### src/rtl/motor_current_pkg.sv
/*
 package of the motor current scaling block: register map, field layout,
 reset values, timing counts, ramp states and the bus carrier structs.
 assumes an apb master with 32-bit data and one clock shared with it.
*/
// Contract
// [RL1] running: coil value times (run_current_scale+1)/32.
// [RL2] standstill: hold_current_scale applied the same way.
// [RL3] run_current_scale caps what load-adaptive reduction may command.
// [RL4] after standstill_wait_time, ramp down; hold_ramp_interval 0 instant, else n*2^18 clocks.
// [RL5] power-down ramp steps one unit per interval from run to hold.
// [RL6] motion start ramps up; run_ramp_interval 0 instant, else n*512 clocks.
// [RL7] driver_config bits 1..0 select full-scale range: 11, 10 3A; 01 2A.
// [RL8] full-scale field resets to 00, the 1A range.
// [RL9] standstill_flag set after 2^20 clocks without a step pulse.
// [RL10] motion during power-down abandons it, ramps up from present scale.
package motor_current_pkg;
    localparam int ADDR_W = 12;
    localparam int SCALE_W = 5;
    localparam int CNT_W = 28;

    // register byte offsets
    localparam logic [ADDR_W-1:0] OFS_SCALE  = 12'h000;
    localparam logic [ADDR_W-1:0] OFS_TIMING = 12'h004;
    localparam logic [ADDR_W-1:0] OFS_DRVCFG = 12'h008;
    localparam logic [ADDR_W-1:0] OFS_STATUS = 12'h00c;

    // field positions
    localparam int HOLD_LSB = 0;
    localparam int RUN_LSB = 8;
    localparam int HOLD_IV_LSB = 16;
    localparam int RUN_IV_LSB = 24;
    localparam int WAIT_LSB = 0;
    localparam int FS_LSB = 0;
    localparam int ST_STST_BIT = 0;
    localparam int ST_DOWN_BIT = 1;
    localparam int ST_UP_BIT = 2;
    localparam int ST_CUR_LSB = 8;

    // reset values
    localparam logic [31:0] RST_SCALE = 32'h0000_1f10;
    localparam logic [31:0] RST_TIMING = 32'h0000_0000;
    localparam logic [1:0] RST_FS = 2'h0;

    // full-scale range codes
    localparam logic [1:0] FS_1A = 2'h0;
    localparam logic [1:0] FS_2A = 2'h1;
    localparam logic [1:0] FS_3A_STD = 2'h2;
    localparam logic [1:0] FS_3A_EXT = 2'h3;

    // timing counts in clocks
    localparam int STANDSTILL_CLKS = 1048576;
    localparam int WAIT_UNIT_CLKS = 262144;
    localparam int HOLD_UNIT_CLKS = 262144;
    localparam int RUN_UNIT_CLKS = 512;

    typedef enum logic [2:0] {
        ST_RUN  = 3'b000,
        ST_WAIT = 3'b001,
        ST_DOWN = 3'b011,
        ST_HOLD = 3'b010,
        ST_UP   = 3'b110
    } ramp_state_t;

    typedef struct packed {
        logic              psel;
        logic              penable;
        logic              pwrite;
        logic [ADDR_W-1:0] paddr;
        logic [31:0]       pwdata;
        logic [3:0]        pstrb;
    } apb_req_t;

    typedef struct packed {
        logic [31:0] prdata;
        logic        pready;
        logic        pslverr;
    } apb_rsp_t;
endpackage : motor_current_pkg

### src/rtl/motor_current_scaling_ramp.sv
/*
 motor current scaling with run/hold selection and power-down / power-up
 ramps, plus the apb register file that steers it.
 assumes step_pulse and the sine inputs are synchronous to clk and that the
 sine values are signed coil targets updated by the sequencer outside.
*/
`timescale 1ns/10ps
`default_nettype none

module motor_current_scaling_ramp #(
    parameter int                         SINE_W          = 9,
    parameter logic [20:0]                STANDSTILL_CNT  = 21'(motor_current_pkg::STANDSTILL_CLKS),
    parameter logic [motor_current_pkg::CNT_W-1:0] WAIT_UNIT =
        motor_current_pkg::CNT_W'(motor_current_pkg::WAIT_UNIT_CLKS),
    parameter logic [motor_current_pkg::CNT_W-1:0] HOLD_UNIT =
        motor_current_pkg::CNT_W'(motor_current_pkg::HOLD_UNIT_CLKS)
) (
    input  wire logic                       clk,
    input  wire logic                       rst,
    input  wire motor_current_pkg::apb_req_t apb_req,
    output motor_current_pkg::apb_rsp_t     apb_rsp,
    input  wire logic                       step_pulse,
    input  wire logic                       adapt_en,
    input  wire logic [4:0]                 adapt_scale,
    input  wire logic signed [SINE_W-1:0]   sine_a,
    input  wire logic signed [SINE_W-1:0]   sine_b,
    output logic signed [SINE_W-1:0]        coil_target_a,
    output logic signed [SINE_W-1:0]        coil_target_b,
    output logic [4:0]                      applied_scale,
    output logic [1:0]                      full_scale_current,
    output logic                            standstill_flag
);
    import motor_current_pkg::*;

    localparam logic [CNT_W-1:0] RUN_UNIT = CNT_W'(RUN_UNIT_CLKS);
    localparam logic [CNT_W-1:0] ONE = 28'h0000001;

    logic [4:0]       hold_current_scale;
    logic [4:0]       run_current_scale;
    logic [3:0]       hold_ramp_interval;
    logic [3:0]       run_ramp_interval;
    logic [7:0]       standstill_wait_time;
    logic [20:0]      idle_cnt;
    logic [CNT_W-1:0] timer;
    logic [4:0]       cur_scale;
    logic [4:0]       run_target;
    ramp_state_t      state;
    ramp_state_t      next_state;
    logic [4:0]       next_scale;
    logic [CNT_W-1:0] next_timer;
    logic             wr_en;
    logic             setup;
    logic             mapped;
    logic [31:0]      rd_word;

    // scale a signed coil value by (s+1)/32, arithmetic shift keeps the sign
    function automatic logic signed [SINE_W-1:0] scale_coil(
        input logic signed [SINE_W-1:0] v,
        input logic [4:0]               s
    );
        logic signed [SINE_W+6:0] prod;
        prod = v * $signed({1'b0, 6'({1'b0, s}) + 6'h01});
        return SINE_W'(prod >>> 5);
    endfunction : scale_coil

    // merge write data into a register word under the byte strobes
    function automatic logic [31:0] merge(
        input logic [31:0] old,
        input logic [31:0] wd,
        input logic [3:0]  strb
    );
        logic [31:0] r;
        r = old;
        for (int i = 0; i < 4; i++) begin
            if (strb[i]) begin
                r[i*8 +: 8] = wd[i*8 +: 8];
            end
        end
        return r;
    endfunction : merge

    // clocks per ramp step; zero means the step is taken at once
    function automatic logic [CNT_W-1:0] step_clks(
        input logic [3:0]       n,
        input logic [CNT_W-1:0] unit
    );
        logic [CNT_W+3:0] p;
        p = unit * n;
        return p[CNT_W-1:0];
    endfunction : step_clks

    // apb decode: zero wait states, read data caught in the setup cycle
    assign setup = apb_req.psel && !apb_req.penable;
    assign wr_en = apb_req.psel && apb_req.penable && apb_req.pwrite;
    assign apb_rsp.pready = 1'b1;
    assign mapped = (apb_req.paddr == OFS_SCALE) || (apb_req.paddr == OFS_TIMING) ||
                    (apb_req.paddr == OFS_DRVCFG) || (apb_req.paddr == OFS_STATUS);

    // read mux; unused bits read as zero
    always_comb begin
        rd_word = 32'h0000_0000;
        case (apb_req.paddr)
            OFS_SCALE: begin
                rd_word[HOLD_LSB +: 5] = hold_current_scale;
                rd_word[RUN_LSB +: 5] = run_current_scale;
                rd_word[HOLD_IV_LSB +: 4] = hold_ramp_interval;
                rd_word[RUN_IV_LSB +: 4] = run_ramp_interval;
            end
            OFS_TIMING: rd_word[WAIT_LSB +: 8] = standstill_wait_time;
            OFS_DRVCFG: rd_word[FS_LSB +: 2] = full_scale_current;
            OFS_STATUS: begin
                rd_word[ST_STST_BIT] = standstill_flag;
                rd_word[ST_DOWN_BIT] = (state == ST_WAIT) || (state == ST_DOWN);
                rd_word[ST_UP_BIT] = (state == ST_UP);
                rd_word[ST_CUR_LSB +: 5] = cur_scale;
            end
            default: rd_word = 32'h0000_0000;
        endcase
    end

    // response flops; the status register ignores writes without error
    always_ff @(posedge clk) begin
        if (rst) begin
            apb_rsp.prdata <= 32'h0000_0000;
            apb_rsp.pslverr <= 1'b0;
        end else if (setup) begin
            apb_rsp.prdata <= apb_req.pwrite ? 32'h0000_0000 : rd_word;
            apb_rsp.pslverr <= !mapped;
        end
    end

    // scale register
    always_ff @(posedge clk) begin
        logic [31:0] w;
        w = 32'h0000_0000;
        if (rst) begin
            hold_current_scale <= RST_SCALE[HOLD_LSB +: 5];
            run_current_scale <= RST_SCALE[RUN_LSB +: 5];
            hold_ramp_interval <= RST_SCALE[HOLD_IV_LSB +: 4];
            run_ramp_interval <= RST_SCALE[RUN_IV_LSB +: 4];
        end else if (wr_en && apb_req.paddr == OFS_SCALE) begin
            w[HOLD_LSB +: 5] = hold_current_scale;
            w[RUN_LSB +: 5] = run_current_scale;
            w[HOLD_IV_LSB +: 4] = hold_ramp_interval;
            w[RUN_IV_LSB +: 4] = run_ramp_interval;
            w = merge(w, apb_req.pwdata, apb_req.pstrb);
            hold_current_scale <= w[HOLD_LSB +: 5];
            run_current_scale <= w[RUN_LSB +: 5];
            hold_ramp_interval <= w[HOLD_IV_LSB +: 4];
            run_ramp_interval <= w[RUN_IV_LSB +: 4];
        end
    end

    // timing register
    always_ff @(posedge clk) begin
        if (rst) begin
            standstill_wait_time <= RST_TIMING[WAIT_LSB +: 8];
        end else if (wr_en && apb_req.paddr == OFS_TIMING && apb_req.pstrb[0]) begin
            standstill_wait_time <= apb_req.pwdata[WAIT_LSB +: 8];
        end
    end

    // driver configuration: range code goes straight to the bridge
    always_ff @(posedge clk) begin
        if (rst) begin
            full_scale_current <= RST_FS; // RL8
        end else if (wr_en && apb_req.paddr == OFS_DRVCFG && apb_req.pstrb[0]) begin
            full_scale_current <= apb_req.pwdata[FS_LSB +: 2]; // RL7
        end
    end

    // standstill detection: saturating count of clocks since the last step
    always_ff @(posedge clk) begin
        if (rst || step_pulse) begin
            idle_cnt <= 21'h000000;
        end else if (idle_cnt != STANDSTILL_CNT) begin
            idle_cnt <= idle_cnt + 21'h000001;
        end
    end
    assign standstill_flag = (idle_cnt == STANDSTILL_CNT); // RL9

    // adaptive reduction may only lower the current below the run setting
    assign run_target = (adapt_en && adapt_scale < run_current_scale) ?
                        adapt_scale : run_current_scale; // RL3

    // ramp sequencing; timer counts down the clocks left in this step
    always_comb begin
        next_state = state;
        next_scale = cur_scale;
        next_timer = (timer != '0) ? timer - ONE : timer;
        case (state)
            ST_RUN: begin
                next_scale = run_target; // RL1
                if (standstill_flag) begin
                    next_state = ST_WAIT;
                    next_timer = (standstill_wait_time < 8'h02) ?
                        CNT_W'(standstill_wait_time) :
                        CNT_W'(WAIT_UNIT * standstill_wait_time);
                end
            end
            ST_WAIT: begin
                if (!standstill_flag) begin
                    next_state = ST_RUN;
                end else if (timer <= ONE) begin
                    next_timer = step_clks(hold_ramp_interval, HOLD_UNIT);
                    if (hold_ramp_interval == 4'h0 || cur_scale <= hold_current_scale) begin
                        next_scale = hold_current_scale; // RL4
                        next_state = ST_HOLD;
                    end else begin
                        next_state = ST_DOWN;
                    end
                end
            end
            ST_DOWN: begin
                if (!standstill_flag) begin
                    next_state = ST_UP; // RL10
                    next_timer = step_clks(run_ramp_interval, RUN_UNIT);
                end else if (cur_scale <= hold_current_scale) begin
                    next_scale = hold_current_scale;
                    next_state = ST_HOLD;
                end else if (timer <= ONE) begin
                    next_scale = cur_scale - 5'h01; // RL5
                    next_timer = step_clks(hold_ramp_interval, HOLD_UNIT); // RL4
                    if (cur_scale - 5'h01 <= hold_current_scale) begin
                        next_state = ST_HOLD;
                    end
                end
            end
            ST_HOLD: begin
                next_scale = hold_current_scale; // RL2
                if (!standstill_flag) begin
                    next_state = ST_UP;
                    next_timer = step_clks(run_ramp_interval, RUN_UNIT);
                end
            end
            ST_UP: begin
                // same wait as from run, so a stop mid power-up waits the full time
                if (standstill_flag) begin
                    next_state = ST_WAIT;
                    next_timer = (standstill_wait_time < 8'h02) ?
                        CNT_W'(standstill_wait_time) :
                        CNT_W'(WAIT_UNIT * standstill_wait_time); // RL4
                end else if (run_ramp_interval == 4'h0 || cur_scale >= run_target) begin
                    next_scale = run_target; // RL6
                    next_state = ST_RUN;
                end else if (timer <= ONE) begin
                    next_scale = cur_scale + 5'h01; // RL6
                    next_timer = step_clks(run_ramp_interval, RUN_UNIT);
                    if (cur_scale + 5'h01 >= run_target) begin
                        next_state = ST_RUN;
                    end
                end
            end
            default: begin
                next_state = ST_RUN;
                next_scale = run_target;
            end
        endcase
    end

    // ramp state flops
    always_ff @(posedge clk) begin
        if (rst) begin
            state <= ST_RUN;
            cur_scale <= 5'h00;
            timer <= '0;
        end else begin
            state <= next_state;
            cur_scale <= next_scale;
            timer <= next_timer;
        end
    end
    assign applied_scale = cur_scale;

    // coil targets registered; one cycle behind the sine inputs
    always_ff @(posedge clk) begin
        if (rst) begin
            coil_target_a <= '0;
            coil_target_b <= '0;
        end else begin
            coil_target_a <= scale_coil(sine_a, cur_scale); // RL1 RL2
            coil_target_b <= scale_coil(sine_b, cur_scale);
        end
    end
endmodule : motor_current_scaling_ramp

`default_nettype wire

### config.mk
export PLATFORM = sky130hd
export DESIGN_NAME = motor_current_scaling_ramp
export DESIGN_NICKNAME = d
export VERILOG_FILES = /design/src/rtl/motor_current_pkg.sv /design/src/rtl/motor_current_scaling_ramp.sv
export SDC_FILE = /design/constraint.sdc
export NUM_CORES = 1
export LEC_CHECK = 0
export BUFFER_PORTS_ARGS = -buffer_cell sky130_fd_sc_hd__buf_4
export CAP_MARGIN = 30
export CORE_ASPECT_RATIO = 1.25
export CORE_MARGIN = 5
export CORE_UTILIZATION = 30
export CTS_BUF_LIST = sky130_fd_sc_hd__clkbuf_4
export DETAILED_ROUTE_END_ITERATION = 6
export PLACE_DENSITY = 0.45
export SETUP_SLACK_MARGIN = 0.3
export SYNTH_ARGS = -nofsm -noshare
export SYNTH_HDL_FRONTEND = slang
export SYNTH_SLANG_ARGS = --single-unit
### constraint.sdc
create_clock -name clk -period 6.6 [get_ports clk]
set_clock_uncertainty 0.1 [all_clocks]
set_input_delay 1.65 -clock clk [delete_from_list [all_inputs] [get_ports clk]]
set_output_delay 1.65 -clock clk [all_outputs]
set_load 0.05 [all_outputs]
# [Word level (Yosys, flattened, before mapping)]
# Index checks and enable logic that the tools add are counted.
[op_classes] n_addsub=5 eq_ne=23 n_lt_le_gt_ge=7 n_reduce_logical=29 mul=2 mux=45
[op_table] operator="28-bit 2-to-1 mux" count=11
[op_table] operator="28-bit one-hot mux with 5 select lines" count=1
[op_table] operator="5-bit 2-to-1 mux" count=10
[op_table] operator="3-bit 2-to-1 mux" count=13
[op_table] operator="28-bit by 1-bit less-or-equal comparator with 1-bit output (second input constant)" count=1
[op_table] operator="9-bit by 7-bit multiplier with 14-bit output" count=2
[op_table] operator="28-bit nonzero test" count=1
[op_table] operator="28-bit by 1-bit subtractor with 28-bit output (second input constant)" count=1
[op_table] operator="26-bit 2-to-1 mux" count=1
[op_table] operator="12-bit by 4-bit equality test with 1-bit output (second input constant)" count=2
[op_table] operator="21-bit by 1-bit adder with 21-bit output (second input constant)" count=1
[op_table] operator="21-bit equality test (second input constant)" count=1
[op_table] operator="21-bit inequality test (second input constant)" count=1
[op_table] operator="5-bit one-hot mux with 4 select lines" count=1
[op_table] operator="4-bit by 2-bit inequality test with 1-bit output (second input constant)" count=4
[op_table] operator="3-bit one-hot mux with 5 select lines" count=1
[op_table] operator="7-bit AND reduction" count=2
[op_table] operator="12-bit by 3-bit equality test with 1-bit output (second input constant)" count=1
[op_table] operator="12-bit zero test" count=1
[op_table] operator="5-bit greater-or-equal comparator" count=2
[op_table] operator="5-bit less-or-equal comparator" count=2
[op_table] operator="2-bit inequality test (second input constant)" count=5
[op_table] operator="5-bit one-hot mux with 2 select lines" count=1
[op_table] operator="1-bit logical AND" count=9
[op_table] operator="other kinds (21)" count=36
[word_totals] out_inout_bits=60 in_bits=78 word_cells=125 reg_bits=136

# [Depth between registers and ports, before layout]
# Gate-level depths: netlist of run 1.
[logic_depth] depth_word=9 mapped_depth=22 mapped_depth_nobuf=20

# [Least setup slack after synthesis of run 1]
# OpenSTA, ideal clock, no wires.
[synth_path] path_type="flip-flop to flip-flop" from="register cur_scale[0] (netlist: applied_scale[0])" to="register coil_target_b[8]" path_stages_with_launch=19 setup_ns=0.128 n_path_buf=1 synth_period_minus_slack_ns=5.614 t_arrival_ns=5.386 setup_slack_ns=0.986 t_required_ns=6.372 cell_sequence="dfxtp_1 > clkinv_1 > ha_1 > clkbuf_1 > nand2_1 > fa_1 > inv_1 > fa_1 > fa_1 > inv_1 > fa_1 > inv_1 > ha_1 > and3_1 > nand3_1 > nand4b_1 > a31oi_1 > xnor2_1 > nor2_1"
[synth_via] elab_chain_cells=2
[synth_rtl] item="start, declared" line="motor_current_scaling_ramp.sv:45" rtl="logic [4:0] cur_scale;"
[synth_rtl] item="start signal, assigned" line="motor_current_scaling_ramp.sv:269" rtl="cur_scale <= next_scale;"
[synth_rtl] item="5-bit by 1-bit adder with 6-bit output" line="motor_current_scaling_ramp.sv:62" rtl="prod = v * $signed({1'b0, 6'({1'b0, s}) + 6'h01});"
[synth_rtl] item="9-bit by 7-bit multiplier with 14-bit output" line="motor_current_scaling_ramp.sv:62"
[synth_rtl] item="end signal, assigned" line="motor_current_scaling_ramp.sv:282" rtl="coil_target_b <= scale_coil(sine_b, cur_scale);"
[synth_rtl] item="end, declared" line="motor_current_scaling_ramp.sv:28" rtl="output logic signed [SINE_W-1:0] coil_target_b,"
# No other way between the ends.
# A chain may end at the register's enable or synchronous reset.

# [Final worst setup path of run 1]
[layout_path] from="register cur_scale[0] (netlist: applied_scale[0])" to="register coil_target_b[7]"
# The elaborated chain is that of the path after synthesis.

==> out/results.md, run 1 <==
| Stage | Metric | Value |
|---|---|---|
| route | Total Routed Length | 27.0 mm |
| finish | Number of nets in the finished design | 1485 |
| clock tree | Insertion delay of the later-clocked pin in the worst-skew pair | 570 ps |
| floorplan | Effective utilization at floorplan | 0.304 |
| route | Post-route DRC | 0 |
| route | First-pass iteration count of the detailed router | 4 |
| floorplan | Die width | 173 um |
| floorplan | Number of top-level pins | 138 |
| route | Total via count in the routed design | 8277 |
| power | Maximum VDD drop | 182 uV |
| route | Number of DRC markers in iteration 0 | 375 |
| logic synthesis | Cell area after technology mapping | 9980 um^2 |
| sta | Min Clock Period, post-route | 5610 ps |
| power | Final Power | 3010 uW |
| global route | Total global-route track usage | 0.147 |
| floorplan | Number of cell rows | 74 |
| worst setup path | Worst path required time | 6970 ps |
| logic synthesis | Mean cell area of the mapped netlist | 8.57 um^2 |
| run | Number of violations of the max-capacitance limit | 0 |
| sta | Final-report max-slew violation count | 0 |
| worst setup path | Kind of end point of the critical path | flip-flop |
| sta | Headroom to the max-slew limit | 0.396 |
| clock tree | Quantity of gates resized following cts | 0 |
| placed design | Total of buffers placed on input and output ports | 114 |
| worst setup path | Critical Setup Path Class | flip-flop to flip-flop |
| sta | Share of the clock period used by the worst path | 0.850 |
| global route | GR Util met3 | 0.0224 |
| power | Leakage dissipation | 0.00508 uW |
| finish | Highest-count cells in the layout ignoring fill and taps | sky130_fd_sc_hd__dfxtp_1 (125), sky130_fd_sc_hd__buf_4 (125), sky130_fd_sc_hd__inv_1 (118), sky130_fd_sc_hd__nor2_1 (118), sky130_fd_sc_hd__nand2_1 (87) |
| clock tree | CTS root buf | sky130_fd_sc_hd__clkbuf_4 |
| status | Status | completed |
| worst setup path | Maximum fanout count along the critical path | 18 |
| placed design | Worst Setup Slack post-DPL | 799 ps |
| global route | Number of global-route vias before repair | 8367 |
| clock tree | Clock transition at the registers of the reported paths | 160 ps |
| route | Post-DR vias/cell | 4.88 |
| global route | Congestion Overflow GR | 0 |
| clock tree | Number of buffers added for setup after CTS | 0 |
| global route | Met1 Track Usage GR | 0.175 |
| logic synthesis | Syn Inst Count | 1164 |
| hold path | Path type of the worst min-delay path | flip-flop to flip-flop |
| worst setup path | Critical path data arrival time | 5970 ps |
| global route | Initial antenna violation count | 1 |
| sta | Setup repair after global routing missed its margin | no |
| floorplan | Std-Cell Core Area | 32800 um^2 |
| logic synthesis | FFs w/ async S/R, synth | 0 |
| sta | Final Hold Fails | 0 |
| global route | Largest net degree at the start of global routing | 47 |
| placed design | Final weighted congestion in routability-driven placement | 0.797 |
| sta | Measured slew at the worst slew-check pin | 906 ps |
| sta | Final setup slack of the worst path | 992 ps |
| placed design | Post-detailed-placement half-perimeter wirelength | 21.0 mm |
| logic synthesis | Fraction of the yosys area taken by sequential cells | 0.251 |
| sta | Final-layout setup total negative slack | 0 ps |
| finish | Area growth, synth to finish | 15.5% |
| power | Areal power density over the cells | 261 nW/um^2 |
| clock tree | # hold bufs at CTS | 0 |
| logic synthesis | Yosys warning total | 0 |
| logic synthesis | Count of flip-flops with a built-in enable after synthesis | 0 |
| route | Routed WL per cell | 15.9 um |
| sta | Highest Clock Rate | 178 MHz |
| route | Number of nets still failing antenna checks after routing | 0 |
| global route | First-pass GRT wire length | 43.8 mm |
| finish | # fillers | 3563 |
| floorplan | Die Ht | 214 um |
| global route | Most utilized layer in the global route result | met2 |
| sta | Final setup vio count | 0 |
| logic synthesis | FF+latch count, synth | 125 |
| clock tree | Num Clock Sinks | 125 |
| worst setup path | Kind of launch point of the worst setup path | flip-flop |
| floorplan | Die outline area | 37000 um^2 |
| clock tree | Number of buffers inserted during clock tree synthesis | 17 |
| finish | Fraction of final layout cells sized beyond drive strength 1 | 0.145 |
| clock tree | CTS max path bufs | 2 |
| clock tree | Level count of the clock H-tree | 4 |
| logic synthesis | Number of distinct library cells after synthesis | 81 |
| clock tree | CTS tree | done |
| global route | Met2 Use GR | 0.276 |
| logic synthesis | Primary flip-flop cell chosen by synthesis mapping | sky130_fd_sc_hd__dfxtp_1 |
final timing paths:
path                            startpoint                     endpoint  slack (ps)  depth (start not counted)
max          applied_scale[0]$_SDFFE_PP0P_  coil_target_b[7]$_SDFF_PP0_         990                         17
max reg2reg  applied_scale[0]$_SDFFE_PP0P_  coil_target_b[7]$_SDFF_PP0_         990                         17
min                apb_rsp[3]$_SDFFE_PP0P_      apb_rsp[3]$_SDFFE_PP0P_         370                          2
min reg2reg        apb_rsp[3]$_SDFFE_PP0P_      apb_rsp[3]$_SDFFE_PP0P_         370                          2
cell usage after synthesis (4+ instances only):
cell type | count | area [um^2]
sky130_fd_sc_hd__a211o_1 | 6 | 52.6
sky130_fd_sc_hd__a211oi_1 | 8 | 60.1
sky130_fd_sc_hd__a21o_1 | 8 | 60.1
sky130_fd_sc_hd__a21oi_1 | 45 | 225
sky130_fd_sc_hd__a222oi_1 | 7 | 70.1
sky130_fd_sc_hd__a22oi_1 | 13 | 97.6
sky130_fd_sc_hd__a31oi_1 | 7 | 43.8
sky130_fd_sc_hd__and2_1 | 54 | 338
sky130_fd_sc_hd__and3_1 | 13 | 81.3
sky130_fd_sc_hd__buf_4 | 15 | 113
sky130_fd_sc_hd__clkbuf_1 | 38 | 143
sky130_fd_sc_hd__dfxtp_1 | 125 | 2500
sky130_fd_sc_hd__fa_1 | 66 | 1320
sky130_fd_sc_hd__ha_1 | 76 | 951
sky130_fd_sc_hd__inv_1 | 118 | 443
sky130_fd_sc_hd__mux2i_1 | 12 | 120
sky130_fd_sc_hd__nand2_1 | 87 | 327
sky130_fd_sc_hd__nand2b_1 | 11 | 68.8
sky130_fd_sc_hd__nand3_1 | 36 | 180
sky130_fd_sc_hd__nand4_1 | 7 | 43.8
sky130_fd_sc_hd__nor2_1 | 118 | 443
sky130_fd_sc_hd__nor2b_1 | 36 | 225
sky130_fd_sc_hd__nor3_1 | 24 | 120
sky130_fd_sc_hd__nor4_1 | 12 | 75.1
sky130_fd_sc_hd__o21a_1 | 6 | 45.0
sky130_fd_sc_hd__o21ai_0 | 18 | 90.1
sky130_fd_sc_hd__o21ai_1 | 4 | 20.0
sky130_fd_sc_hd__o22ai_1 | 14 | 87.6
sky130_fd_sc_hd__o2bb2ai_1 | 7 | 61.3
sky130_fd_sc_hd__or2_2 | 6 | 37.5
sky130_fd_sc_hd__or3_1 | 8 | 50.1
sky130_fd_sc_hd__or4_1 | 5 | 37.5
sky130_fd_sc_hd__xnor2_1 | 42 | 368
sky130_fd_sc_hd__xor2_1 | 37 | 324
kinds of logic after synthesis:
| kind of cell | after synthesis | share of synthesized area |
|---|---|---|
| compound gates | 181 | 0.127 |
| simple gates | 444 | 0.232 |
| xor+xnor | 80 | 0.0710 |
| fa+ha+maj | 144 | 0.230 |
| other cells | 2 | 0.000753 |
| buf+inv | 173 | 0.0715 |
| flops | 125 | 0.251 |
| mux | 15 | 0.0177 |
registers in the layout (all words and copies together), names as in the netlist:
register              count
timer                    28
apb_rsp                  22
idle_cnt                 21
coil_target_a             9
coil_target_b             9
standstill_wait_time      8
applied_scale             5
hold_current_scale        5
run_current_scale         5
hold_ramp_interval        4
run_ramp_interval         4
state                     3
full_scale_current        2
metal layers:
metal  part of all wire  routed length (um)  vias to the layer above
met5                  0                   0                        -
met4              0.017                 448                        0
met3              0.024                 658                       26
met2               0.54               14500                      115
met1               0.42               11400                     4003
li1                   -                   -                     4133
critical path, stage by stage (launching register included):
cell and delay [ps]:
sky130_fd_sc_hd__dfxtp_1 660, sky130_fd_sc_hd__clkinv_1 180, sky130_fd_sc_hd__ha_1 700, sky130_fd_sc_hd__nand2_1 260, sky130_fd_sc_hd__fa_1 580, sky130_fd_sc_hd__inv_1 50, sky130_fd_sc_hd__fa_1 480, sky130_fd_sc_hd__fa_1 550
sky130_fd_sc_hd__inv_1 50, sky130_fd_sc_hd__fa_1 500, sky130_fd_sc_hd__inv_1 40, sky130_fd_sc_hd__ha_1 330, sky130_fd_sc_hd__and3_1 190, sky130_fd_sc_hd__nand3_1 100, sky130_fd_sc_hd__nand4b_1 200, sky130_fd_sc_hd__a21oi_1 250
sky130_fd_sc_hd__xor2_1 210, sky130_fd_sc_hd__nor2_1 60
metrics by stage:
| stage | hold WS, ps | cell area [um^2] | utilization | std cells |
|---|---|---|---|---|
| after CTS | 378 | 11500 | 0.351 | 1696 |
| after detailed placement | 359 | 11200 | 0.342 | 1664 |
| after global placement | 356 | 11200 | 0.342 | 1663 |
| after floorplan | 357 | 10000 | - | 1174 |
| after global routing | 402 | 11500 | 0.351 | 1697 |
| final | 374 | 11500 | 0.351 | 1697 |
report_power, final:
part	switching (uW)	internal, uW
clock network	385	175
registers	68.0	852
logic	905	623
total	1360	1650
area by class of cell:
class / count / area, um^2 / area share
Timing Repair Buffer: 126 / 950 / 0.0825
Clock buffer: 17 / 128 / 0.0111
Antenna cell: 1 / 2.50 / 0.000217
Clock inverter: 15 / 163 / 0.0141
Multi-Input combinational cell: 876 / 6800 / 0.591
Inverter: 119 / 447 / 0.0388
Sequential cell: 125 / 2500 / 0.217
Tap cell: 418 / 523 / 0.0454
Power figures use the tool's default switching activity.
==> inputs of run 2 (changes only) <==
PLACE_DENSITY = 0.47   (was 0.45)
clock period = 4.7 ns   (was 6.6 ns; I/O delays follow)
==> run 2 against run 1 <==
Compared with the run above:
- clock-buffer cell count unchanged
- total power increased by 61%
- worst setup slack got worse by 860 ps
- largest power group unchanged
- highest routed layer unchanged
==> out/results.md, run 2 (synthesis results as in run 1) <==
| Stage | Metric | Value |
|---|---|---|
| power | Maximum VDD drop | 318 uV |
| finish | Register area | 2510 um^2 |
| route | Number of DRC markers in iteration 0 | 371 |
| route | Total via count in the routed design | 8642 |
| route | Wire length on met2 | 15.5 mm |
| floorplan | Std-Cell Core Area | 32800 um^2 |
| sta | Final setup slack of the worst path | 135 ps |
| clock tree | Num Clock Sinks | 125 |
| finish | Number of nets in the finished design | 1585 |
| clock tree | # hold bufs at CTS | 0 |
| global route | Initial antenna violation count | 1 |
| floorplan | Die width | 173 um |
| sta | Share of the clock period used by the worst path | 0.971 |
| finish | Highest-count cells in the layout ignoring fill and taps | sky130_fd_sc_hd__buf_4 (214), sky130_fd_sc_hd__dfxtp_1 (121), sky130_fd_sc_hd__nor2_1 (113), sky130_fd_sc_hd__inv_1 (110), sky130_fd_sc_hd__nand2_1 (84) |
| finish | Register bank with the most flops | timer |
| floorplan | Effective utilization at floorplan | 0.304 |
| placed design | Worst Setup Slack post-DPL | -350 ps |
| route | Total Routed Length | 28.1 mm |
| worst setup path | Kind of launch point of the worst setup path | flip-flop |
| worst setup path | Maximum fanout count along the critical path | 5 |
| sta | Final-layout setup total negative slack | 0 ps |
| clock tree | CTS tree | done |
| finish | Multi-input logic area | 7220 um^2 |
| status | Status | completed |
| route | Post-route DRC | 0 |
| floorplan | Die outline area | 37000 um^2 |
| worst setup path | Worst path required time | 5070 ps |
| sta | Final Hold Fails | 0 |
| route | Met3 layer wire length in the routed design | 725 um |
| worst setup path | Critical Setup Path Class | flip-flop to flip-flop |
| placed design | Total of buffers placed on input and output ports | 114 |
| worst setup path | Kind of end point of the critical path | flip-flop |
| global route | First-pass GRT wire length | 45.2 mm |
| sta | Measured slew at the worst slew-check pin | 931 ps |
| sta | Setup repair after global routing missed its margin | yes |
| floorplan | Number of top-level pins | 138 |
| finish | Registers with the highest flip-flop counts | timer x28, apb_rsp x22, idle_cnt x21 |
| worst setup path | Critical path data arrival time | 4930 ps |
| route | First-pass iteration count of the detailed router | 5 |
| global route | Total global-route track usage | 0.149 |
| route | Routed WL per cell | 15.6 um |
| power | Leakage dissipation | 0.00566 uW |
| run | Number of violations of the max-capacitance limit | 0 |
| finish | Flip-flop count of the largest register after layout | 28 |
| floorplan | Number of cell rows | 74 |
| clock tree | Number of buffers inserted during clock tree synthesis | 17 |
| route | Highest routing layer actually used | met4 |
| placed design | Final weighted congestion in routability-driven placement | 0.825 |
| route | Number of nets still failing antenna checks after routing | 0 |
| sta | Final-report max-slew violation count | 0 |
| route | Length of routed wiring on met1 | 11.6 mm |
| finish | Area growth, synth to finish | 28.5% |
| route | Post-DR vias/cell | 4.81 |
| sta | Final setup vio count | 0 |
| global route | Congestion Overflow GR | 0 |
| finish | # fillers | 3444 |
| clock tree | CTS root buf | sky130_fd_sc_hd__clkbuf_4 |
| floorplan | Die Ht | 214 um |
| global route | Number of global-route vias before repair | 8874 |
| power | Areal power density over the cells | 378 nW/um^2 |
| finish | Fraction of final layout cells sized beyond drive strength 1 | 0.258 |
| clock tree | CTS max path bufs | 2 |
| hold path | Path type of the worst min-delay path | flip-flop to flip-flop |
| placed design | Post-detailed-placement half-perimeter wirelength | 21.7 mm |
| sta | Min Clock Period, post-route | 4560 ps |
| sta | Highest Clock Rate | 219 MHz |
| clock tree | Clock transition at the registers of the reported paths | 160 ps |
| clock tree | Insertion delay of the later-clocked pin in the worst-skew pair | 570 ps |
| finish | Most common cell after layout, fill and taps aside | sky130_fd_sc_hd__buf_4 |
| sta | Headroom to the max-slew limit | 0.380 |
| clock tree | Level count of the clock H-tree | 4 |
| global route | Largest net degree at the start of global routing | 74 |
## run 2: cell count changes in the layout (fill, tap and decap cells not counted), moves of 8 or more
cell / before / now
sky130_fd_sc_hd__ha_1: 76 / 61
sky130_fd_sc_hd__ha_4: 0 / 14
sky130_fd_sc_hd__inv_1: 118 / 110
sky130_fd_sc_hd__inv_2: 0 / 8
sky130_fd_sc_hd__buf_4: 125 / 214
## run 2: final timing paths
| check | from | endpoint | slack (ps) | depth (start not counted) |
|---|---|---|---|---|
| worst max-delay path | applied_scale[0]$_SDFFE_PP0P_ | coil_target_b[8]$_SDFF_PP0_ | 140 | 19 |
| worst min-delay path | apb_rsp[3]$_SDFFE_PP0P_ | apb_rsp[3]$_SDFFE_PP0P_ | 380 | 2 |
| worst max register to register | applied_scale[0]$_SDFFE_PP0P_ | coil_target_b[8]$_SDFF_PP0_ | 140 | 19 |
| worst min register to register | apb_rsp[3]$_SDFFE_PP0P_ | apb_rsp[3]$_SDFFE_PP0P_ | 380 | 2 |
## run 2: metrics by stage
stage               hold slack (ps)  utilization  instance area (um^2)  cells  total power [uW]
floorplan                       357            -                 10200   1174              3100
global placement                346        0.369                 12100   1749              3820
detailed placement              354        0.369                 12100   1750              3850
CTS                             374        0.385                 12600   1790              4810
global route                    396        0.391                 12800   1797              5270
finish                          375        0.391                 12800   1797              4850
## run 2: final cells by class
| class | instances | share of cell area |
|---|---|---|
| clock inverters | 15 | 0.0133 |
| well taps | 418 | 0.0408 |
| inverters | 119 | 0.0352 |
| repair buffers | 226 | 0.141 |
| flip-flops and latches | 125 | 0.196 |
| clock buffers | 17 | 0.00996 |
| multi-input cells | 876 | 0.563 |
| diodes | 1 | 0.000195 |
## run 2: repair_timing
item                                   4_1_cts  5_1_grt
gates cloned                                 0        1
setup endpoints to repair                   10       14
resized for setup                           30       28
pin swaps                                   41       37
buffers inserted                             8        5
endpoints found under the hold margin        0        0
## run 2: routing by layer
layer	GRT usage	vias up
li1	-	4327
met1	0.174	4186
met2	0.288	105
met3	0.0252	24
met4	0.0344	0
met5	0	-
## run 2: power by group
| group | internal [uW] | total [uW] | leakage [uW] | switching, uW |
|---|---|---|---|---|
| logic | 1300 | 2770 | 0.00448 | 1470 |
| clock network | 248 | 790 | 0.000156 | 542 |
| registers | 1200 | 1290 | 0.00102 | 94.4 |
| total | 2740 | 4850 | 0.00566 | 2110 |
## run 2: worst max-delay path, stage by stage (launching register included)
cell                       delay (ps)
sky130_fd_sc_hd__dfxtp_4          410
sky130_fd_sc_hd__ha_4             190
sky130_fd_sc_hd__xor2_4           150
sky130_fd_sc_hd__buf_6            140
sky130_fd_sc_hd__buf_12           120
sky130_fd_sc_hd__and2_4           150
sky130_fd_sc_hd__fa_1             490
sky130_fd_sc_hd__inv_1             50
sky130_fd_sc_hd__fa_2             410
sky130_fd_sc_hd__fa_1             500
sky130_fd_sc_hd__inv_2             50
sky130_fd_sc_hd__fa_2             580
sky130_fd_sc_hd__ha_4             210
sky130_fd_sc_hd__nor3_4           110
sky130_fd_sc_hd__nor2_2            70
sky130_fd_sc_hd__nand3_2           80
sky130_fd_sc_hd__nand4b_1         220
sky130_fd_sc_hd__a31oi_2          230
sky130_fd_sc_hd__xnor2_1          140
sky130_fd_sc_hd__nor2_1            70
